**config.mk**
```make
export PLATFORM = sky130hd
export DESIGN_NAME = txpf_top
export DESIGN_NICKNAME = d
export VERILOG_FILES = /design/src/txpf_pkg.sv /design/src/txpf_top.sv /design/src/txpf_byte_ser.sv
export VERILOG_INCLUDE_DIRS = /design/src /design/src/src
export SDC_FILE = /design/constraint.sdc
export NUM_CORES = 1
export LEC_CHECK = 0
export BUFFER_PORTS_ARGS = -buffer_cell sky130_fd_sc_hd__buf_2
export CAP_MARGIN = 40
export CELL_PAD_IN_SITES_DETAIL_PLACEMENT = 1
export CELL_PAD_IN_SITES_GLOBAL_PLACEMENT = 1
export CORE_UTILIZATION = 53
export CTS_CLUSTER_SIZE = 30
export DETAILED_ROUTE_END_ITERATION = 7
export GPL_TIMING_DRIVEN = 0
export HOLD_SLACK_MARGIN = 0.03
export PLACE_DENSITY_LB_ADDON = 0.1
export SYNTH_ARGS = -nofsm -noshare
export SYNTH_HDL_FRONTEND = slang
export SYNTH_HIERARCHICAL = 1
export SYNTH_SLANG_ARGS = --single-unit
```
**constraint.sdc**
```tcl
create_clock -name sys_clk -period 3.8 [get_ports sys_clk]
set_clock_uncertainty 0.15 [all_clocks]
set_input_delay 0.57 -clock sys_clk [delete_from_list [all_inputs] [get_ports sys_clk]]
set_output_delay 0.57 -clock sys_clk [all_outputs]
set_load 0.05 [all_outputs]
```
**src/txpf_consts.svh**
```systemverilog
`ifndef TXPF_CONSTS_SVH
`define TXPF_CONSTS_SVH

// ***************************************************************
// Datapath geometry
// ***************************************************************
`define TXPF_WORD_W_MAX 20
`define TXPF_FIFO_DEPTH 4
`define TXPF_PTR_W 3

// ***************************************************************
// Channel width selection codes (one-hot)
// ***************************************************************
`define TXPF_WIDTH_8 4'h1
`define TXPF_WIDTH_10 4'h2
`define TXPF_WIDTH_16 4'h4
`define TXPF_WIDTH_20 4'h8

// ***************************************************************
// Parallel clock timing
// ***************************************************************
`define TXPF_SYS_CLK_PERIOD_NS 25
`define TXPF_PAR_CLK_PERIOD_NS 50
`define TXPF_PAR_DIV (`TXPF_PAR_CLK_PERIOD_NS / `TXPF_SYS_CLK_PERIOD_NS)
`define TXPF_SYNC_STAGES 2

`endif

```
**src/txpf_pkg.sv**
```systemverilog
`default_nettype none

`include "txpf_consts.svh"

package txpf_pkg;

  // Configured channel width, one-hot
  typedef enum logic [3:0] {
    TXPF_W8 = `TXPF_WIDTH_8,
    TXPF_W10 = `TXPF_WIDTH_10,
    TXPF_W16 = `TXPF_WIDTH_16,
    TXPF_W20 = `TXPF_WIDTH_20
  } txpf_width_t;

  // Byte serializer half being sent, one-hot
  typedef enum logic [1:0] {
    TXPF_HALF_LOW = 2'h1,
    TXPF_HALF_HIGH = 2'h2
  } txpf_half_t;

endpackage

`default_nettype wire

```
**src/txpf_top.sv**
```systemverilog
// Overview of operation
// - FIFO absorbs phase offset between fabric write side and parallel read side.
// - Normal mode holds four words, two to three parallel cycles latency.
// - Registered mode in deterministic latency skips the two read ticks of write pointer staging.
// - Word width follows configured channel width: 8, 10, 16 or 20 bits.
// - Byte serializer splits each 16 or 20 bit word into two half-width words, doubling rate.
// - With byte serializer on at 16 or 20 bits, FIFO read clock is bonded clock divided by two.
// - FIFO read clock is exported as coreclk_out; fabric launches transmit data with it.
`timescale 1ns/100ps
`default_nettype none

`include "txpf_consts.svh"

module txpf_top #(
  parameter int WORD_W = `TXPF_WORD_W_MAX,
  parameter int DEPTH = `TXPF_FIFO_DEPTH,
  parameter int PAR_DIV = `TXPF_PAR_DIV
) (
  input wire logic sys_clk,
  input wire logic nrst,
  input wire txpf_pkg::txpf_width_t cfg_width,
  input wire logic cfg_byte_ser_en,
  input wire logic cfg_registered,
  input wire logic tx_wr_valid,
  input wire logic [WORD_W-1:0] tx_wr_data,
  output logic tx_wr_ready,
  output logic coreclk_out,
  output logic [WORD_W-1:0] tx_par_data,
  output logic tx_par_valid
);

  // ***************************************************************
  // Elaboration checks
  // ***************************************************************
  localparam int PTR_W = `TXPF_PTR_W;

  if (WORD_W != `TXPF_WORD_W_MAX)
  begin : g_bad_width
    $error("WORD_W must be 20");
  end
  if (DEPTH != `TXPF_FIFO_DEPTH)
  begin : g_bad_depth
    $error("DEPTH must be 4");
  end
  if (PAR_DIV < 1 || PAR_DIV > 255)
  begin : g_bad_div
    $error("PAR_DIV out of range");
  end

  // ***************************************************************
  // Helper functions
  // ***************************************************************
  // Keep only the bits of the configured channel width
  function automatic logic [WORD_W-1:0] width_mask(input txpf_pkg::txpf_width_t w,
                                                   input logic [WORD_W-1:0] d);
    logic [WORD_W-1:0] m;
    case (w)
      txpf_pkg::TXPF_W8: m = WORD_W'(20'h000ff);
      txpf_pkg::TXPF_W10: m = WORD_W'(20'h003ff);
      txpf_pkg::TXPF_W16: m = WORD_W'(20'h0ffff);
      default: m = WORD_W'(20'hfffff);
    endcase
    return d & m;
  endfunction

  // Pointer increment with wrap over twice the depth
  function automatic logic [PTR_W-1:0] ptr_inc(input logic [PTR_W-1:0] p);
    return PTR_W'(p + 3'h1);
  endfunction

  // ***************************************************************
  // Bonded low-speed clock divider
  // ***************************************************************
  logic [7:0] div_cnt_q;
  logic par_tick;
  logic rd_phase_q;
  logic rd_tick;
  logic ser_active;

  assign par_tick = (div_cnt_q == 8'(PAR_DIV - 1));
  // Narrow words bypass the serializer, so their read rate must stay whole
  assign ser_active = cfg_byte_ser_en &&
                      ((cfg_width == txpf_pkg::TXPF_W16) || (cfg_width == txpf_pkg::TXPF_W20));
  assign rd_tick = par_tick && (!ser_active || rd_phase_q);

  // Divider from sys_clk to the parallel clock enable
  always_ff @(posedge sys_clk)
  begin
    if (!nrst)
    begin
      div_cnt_q <= 8'h00;
      rd_phase_q <= 1'b0;
    end
    else if (par_tick)
    begin
      div_cnt_q <= 8'h00;
      rd_phase_q <= !rd_phase_q;
    end
    else
    begin
      div_cnt_q <= div_cnt_q + 8'h01;
    end
  end

  always_ff @(posedge sys_clk)
  begin
    if (!nrst)
      coreclk_out <= 1'b0;
    else if (rd_tick)
      coreclk_out <= !coreclk_out;
  end

  // ***************************************************************
  // Phase compensation FIFO storage and write side
  // ***************************************************************
  logic [WORD_W-1:0] mem_q [DEPTH];
  logic [PTR_W-1:0] wptr_q;
  logic [PTR_W-1:0] rptr_q;
  logic [PTR_W-1:0] wptr_d;
  logic [PTR_W-1:0] rptr_d;
  logic [PTR_W-1:0] fill_d;
  logic wr_fire;
  logic rd_fire;

  // Pointer updates and fill level after this cycle's activity
  assign wr_fire = tx_wr_valid && tx_wr_ready;
  assign wptr_d = wr_fire ? ptr_inc(wptr_q) : wptr_q;
  assign rptr_d = rd_fire ? ptr_inc(rptr_q) : rptr_q;
  assign fill_d = PTR_W'(wptr_d - rptr_d);

  always_ff @(posedge sys_clk)
  begin
    if (wr_fire)
      mem_q[wptr_q[PTR_W-2:0]] <= width_mask(cfg_width, tx_wr_data);
  end

  // ready only guards the four words
  always_ff @(posedge sys_clk)
  begin
    if (!nrst)
    begin
      wptr_q <= '0;
      tx_wr_ready <= 1'b0;
    end
    else
    begin
      wptr_q <= wptr_d;
      tx_wr_ready <= (fill_d < PTR_W'(DEPTH));
    end
  end

  // ***************************************************************
  // Read side pointer view
  // ***************************************************************
  logic [PTR_W-1:0] wsync_q [`TXPF_SYNC_STAGES];
  logic [PTR_W-1:0] wptr_seen;
  logic [WORD_W-1:0] rd_word_q;
  logic rd_valid_q;

  // registered mode sees writes at once
  // normal mode waits two read ticks
  assign wptr_seen = cfg_registered ? wptr_q : wsync_q[`TXPF_SYNC_STAGES-1];
  assign rd_fire = rd_tick && (rptr_q != wptr_seen);

  // Write pointer staged on read clock ticks
  always_ff @(posedge sys_clk)
  begin
    if (!nrst)
    begin
      wsync_q[0] <= '0;
      wsync_q[1] <= '0;
    end
    else if (rd_tick)
    begin
      wsync_q[0] <= wptr_q;
      wsync_q[1] <= wsync_q[0];
    end
  end

  // read word out on read clock ticks
  always_ff @(posedge sys_clk)
  begin
    if (!nrst)
    begin
      rptr_q <= '0;
      rd_word_q <= '0;
      rd_valid_q <= 1'b0;
    end
    else if (rd_tick)
    begin
      rptr_q <= rptr_d;
      rd_valid_q <= rd_fire;
      rd_word_q <= rd_fire ? width_mask(cfg_width, mem_q[rptr_q[PTR_W-2:0]]) : '0;
    end
  end

  // ***************************************************************
  // Byte serializer
  // ***************************************************************
  // optional width halving
  txpf_byte_ser #(
    .WORD_W(WORD_W)
  ) u_byte_ser (
    .sys_clk(sys_clk),
    .nrst(nrst),
    .par_tick(par_tick),
    .ser_en(cfg_byte_ser_en),
    .width(cfg_width),
    .in_word(rd_word_q),
    .in_valid(rd_valid_q),
    .out_word(tx_par_data),
    .out_valid(tx_par_valid)
  );

endmodule

`default_nettype wire

```
**src/txpf_byte_ser.sv**
```systemverilog
`timescale 1ns/100ps
`default_nettype none

`include "txpf_consts.svh"

module txpf_byte_ser #(
  parameter int WORD_W = `TXPF_WORD_W_MAX
) (
  input wire logic sys_clk,
  input wire logic nrst,
  input wire logic par_tick,
  input wire logic ser_en,
  input wire txpf_pkg::txpf_width_t width,
  input wire logic [WORD_W-1:0] in_word,
  input wire logic in_valid,
  output logic [WORD_W-1:0] out_word,
  output logic out_valid
);

  // ***************************************************************
  // Half-word splitting
  // ***************************************************************
  txpf_pkg::txpf_half_t half_q;
  txpf_pkg::txpf_half_t half_d;
  logic [WORD_W-1:0] hold_q;
  logic hold_valid_q;
  logic [WORD_W-1:0] high_half;
  logic [WORD_W-1:0] low_half;
  logic wide;

  // Only 16 and 20 bit words can be split; narrow widths pass through
  assign wide = (width == txpf_pkg::TXPF_W16) || (width == txpf_pkg::TXPF_W20);
  assign low_half = (width == txpf_pkg::TXPF_W20) ?
                    (in_word & WORD_W'(20'h003ff)) : (in_word & WORD_W'(20'h000ff));
  assign high_half = (width == txpf_pkg::TXPF_W20) ?
                     ((hold_q >> 10) & WORD_W'(20'h003ff)) : ((hold_q >> 8) & WORD_W'(20'h000ff));

  // Phase alternates on every parallel tick while splitting
  always_comb
  begin
    case (half_q)
      txpf_pkg::TXPF_HALF_LOW: half_d = txpf_pkg::TXPF_HALF_HIGH;
      txpf_pkg::TXPF_HALF_HIGH: half_d = txpf_pkg::TXPF_HALF_LOW;
      default: half_d = txpf_pkg::TXPF_HALF_LOW;
    endcase
  end

  always_ff @(posedge sys_clk)
  begin
    if (!nrst)
    begin
      half_q <= txpf_pkg::TXPF_HALF_LOW;
      hold_q <= '0;
      hold_valid_q <= 1'b0;
      out_word <= '0;
      out_valid <= 1'b0;
    end
    else if (par_tick)
    begin
      if (!ser_en || !wide)
      begin
        half_q <= txpf_pkg::TXPF_HALF_LOW;
        out_word <= in_word;
        out_valid <= in_valid;
      end
      else if (half_q == txpf_pkg::TXPF_HALF_LOW)
      begin
        half_q <= half_d;
        hold_q <= in_word;
        hold_valid_q <= in_valid;
        out_word <= low_half;
        out_valid <= in_valid;
      end
      else
      begin
        half_q <= half_d;
        out_word <= high_half;
        out_valid <= hold_valid_q;
      end
    end
  end

endmodule

`default_nettype wire

```
==> reports/qor.yml <==
critical_path:
  slowest_delay_ps: 430
  rr_worst_depth: 9
  cp_cell_sequence: "ha_1 > nor3b_1 > o211ai_2 > a21oi_1 > mux2i_1 > ha_1 > a41oi_1 > xnor3_1 > and2_1"
  start_kind: "flip-flop"
  r2r-start: "div_cnt_q[0]$_SDFF_PP0_"
  end_kind: "flip-flop"
  cp.required_ps: 3960
  cpMostUsedCell: "ha_1"
  regToRegSetupSlack_ps: 690
  worstPathMaxFanout: 6
  rr_endpoint: "tx_wr_ready$_SDFF_PN0_"
  critPathTopFamily: "compound AO/OA/AOI/OAI gates"
  critical_path_class: "flip-flop to flip-flop"
  arrival_ps: 3270
  timing.critical_path.buf_inv: 0
  slowest_stage: "nor3b_1"
route:
  drc_errors: 0
  dr.pass1.iters: 4
  routedWlPerCell_um: 21.4
  drt_iter0_markers: 209
  drtAntennaViolNets: 0
  avgViaCountPerCell: 5.77
  via_count: 4015
  finalWirelength_um: 14900
timing:
  holdWs_ps: 215
  finalHoldViolations: 0
  setup-violations-final: 0
  relSlewSlack: 0.537
  fin_crit_ps: 3110
  clock.fmax_mhz: 322
  rsz0062_at_grt: "false"
  slew_violations: 0
  worst_pin_slew_ps: 685
  tns_ps: 0
  min_period_over_period: 0.818
worst_hold_path:
  holdPathStages: 1
  holdPathEnd: "mem_q[1][2]$_DFFE_PP_"
  hold_start: "tx_wr_data[2]"
  hold_path_class: "input port to flip-flop"
power_and_ir_drop:
  power_leakage_nw: 2.80
  peakVddDrop_mv: 0.648
  pwr-share-comb: 0.119
  p_switching_mw: 1.09
  clock_power_share: 0.415
  power_frac_seq: 0.466
  intPower_mw: 3.21
  switching_share: 0.254
  p_per_area_mw_per_mm2: 562
floorplanning:
  coreArea_mm2: 0.0120
  row_count: 40
  die-area_mm2: 0.0127
  die_x_um: 113
  start_util: 0.542
  die_h_um: 113
  boundaryPins: 52
global_route:
  antenna_found_initial: 0
  overflow: 0
  grt_pass1_vias: 4308
  use_met3: 0.0600
  gr-usage-met1: 0.322
  grt_pass1_wl_um: 23700
  grt_max_degree: 17
  busiest_layer: "met2"
  met2_usage: 0.446
  globalRouteTotalUtil: 0.255
clock_network:
  cts_buffers: 17
  post_cts_resized: 0
  hold_buffers: 0
  cts_num_sinks: 162
  cts.htree.levels: 4
  insertion_delay_ps: 420
  post-cts-setup-buffers: 0
  cts.reportedPaths.clkPinSlew_ps: 60
  clock_tree.root_cell: "clkbuf_16"
  cts_tree: "done"
  clockBufferDepth: 2
job:
  cap_violations: 0
place:
  place_congestion: 0.793
  port_buffers: 51
  dpl.cell_count: 664
  hpwlAfterDp_um: 10300
logic_synthesis:
  synth_area_mm2: 0.00651
  synth_top_family_by_area: "simple AND/OR/NAND/NOR gates"
  synth_most_common_cell: "edfxtp_1"
  synth_fa_ha_area_frac: 0.0154
  synth_top_cells_by_count: "edfxtp_1 (86), dfxtp_1 (76), and2_1 (26), mux2i_1 (23), nand2_1 (21)"
  synth_compound_area_frac: 0.0802
  muxShareOfSynthArea: 0.106
  synth-edff-count: 86
  synth_area_leader_cell: "edfxtp_1"
  synth-simple-area-share: 0.118
  synth_nets: 497
  synthTopCellsByArea: "edfxtp_1 (40%), dfxtp_1 (23%), mux4_2 (6.9%)"
  syn_inst: 460
  async_flop_share: 0
  syn_avg_cell_area_um2: 14.1
  synth-seq-cells: 162
  ys.flop_type: "edfxtp_1"
  yosysTopAreaCellShare: 0.397
  yosysWarnings: 6
  yosysUniqueCellTypes: 56
  synthXorXnorAreaFrac: 0.0286
  yosysSeqAreaShare: 0.631
outcome:
  status: "finished clean"
layout:
  nNetsFinal: 573
  drive_gt1_frac: 0.244
  diodes: 0
  syn2layout_area_growth_pct: 17.6
  final_cell_count_no_fill: 696
[power groups by stage]
stage / logic, mW / clock network [mW] / registers, mW
2_1_floorplan: 0.309 / 0 / 2.06
3_3_place_gp: 0.465 / 0 / 2.03
3_5_place_dp: 0.503 / 0 / 2.04
4_1_cts: 0.513 / 1.82 / 2.01
5_1_grt: 0.552 / 1.88 / 2.01
6_report: 0.510 / 1.79 / 2.00
[routing by layer]
metal / wire length (um) / part of all wire / vias up
met5: 0 / 0 / -
met4: 123 / 0.0083 / 0
met3: 461 / 0.031 / 10
met2: 7670 / 0.51 / 76
met1: 6640 / 0.45 / 2020
li1: - / - / 1909
[worst register-to-register path, delay by kind of cell, from the launching register on]
| family | cells | cell delay [ps] |
|---|---|---|
| compound gates | 3 | 760 |
| xor+xnor | 1 | 260 |
| fa+ha+maj | 2 | 470 |
| flops | 1 | 420 |
| mux | 1 | 330 |
| simple gates | 2 | 620 |
[placed cells by master (no fill, tap or decap), types with 6 or more instances in the layout]
cell       netlist  layout
edfxtp_1        86      86
dfxtp_1         76      76
buf_2            9      60
and2_1          26      26
mux2i_1         23      23
nand2_1         21      21
mux4_2          20      20
a22o_1          20      20
nand3_1         19      19
nor2_1          19      19
clkbuf_16        0      17
o21ai_1         13      13
xor2_1           9       9
clkbuf_1         9       9
a311o_1          9       9
ha_1             8       8
nor3_1           8       8
and4_1           8       8
nor2b_1          7       7
and3_1           7       7
inv_1            6       6
xnor2_1          6       6
[sequential cells by signal, indices dropped and copies added, names as in the netlist, named ones only]
name and cells:
u_byte_ser/half_q 2, div_cnt_q 8, u_byte_ser/out_word 20, u_byte_ser/hold_q 12, wsync_q 6, u_byte_ser/out_valid 1
rd_valid_q 1, coreclk_out 1, tx_wr_ready 1, rd_phase_q 1, mem_q 80, wptr_q 3
u_byte_ser/hold_valid_q 1, rptr_q 3, rd_word_q 20
[worst max-delay path by stage]
stage / start / endpoint / slack, ps / cells past startpoint
floorplan: cfg_width[1] / tx_wr_ready$_SDFF_PN0_ / 1110 / 8
global placement: cfg_width[1] / tx_wr_ready$_SDFF_PN0_ / 700 / 9
detailed placement: cfg_width[1] / tx_wr_ready$_SDFF_PN0_ / 700 / 9
CTS: div_cnt_q[0]$_SDFF_PP0_ / tx_wr_ready$_SDFF_PN0_ / 690 / 9
global route: div_cnt_q[0]$_SDFF_PP0_ / tx_wr_ready$_SDFF_PN0_ / 500 / 9
finish: div_cnt_q[0]$_SDFF_PP0_ / tx_wr_ready$_SDFF_PN0_ / 690 / 9
[final cells by class]
class,instances,area (um2)
multi-input cells,268,2270
inverters,8,30.0
repair buffers,57,342
clock inverters,15,196
clock buffers,17,425
plain buffers,22,105
fillers,1131,4360
flip-flops and latches,162,4100
well taps,147,184
[stage by stage]
stage | setup slack (ps) | util | power, mW | cell area (um2)
after floorplan | 1110 | - | 2.37 | 6510
after global placement | 704 | 0.578 | 2.50 | 6950
after detailed placement | 704 | 0.586 | 2.54 | 7030
after CTS | 688 | 0.637 | 4.34 | 7660
after global routing | 500 | 0.637 | 4.44 | 7660
final | 690 | 0.637 | 4.30 | 7660
[cells by family (layout without fill, tap and decap cells)]
logic type / after synthesis / in the layout
AO/OA/AOI/OAI: 67 / 67
XOR/XNOR: 18 / 18
adder cells (fa/ha/maj): 8 / 8
buffers and inverters: 30 / 119
flip-flops: 162 / 162
multiplexers: 44 / 44
AND/OR/NAND/NOR: 131 / 131
(Power assumes the default switching activity.)
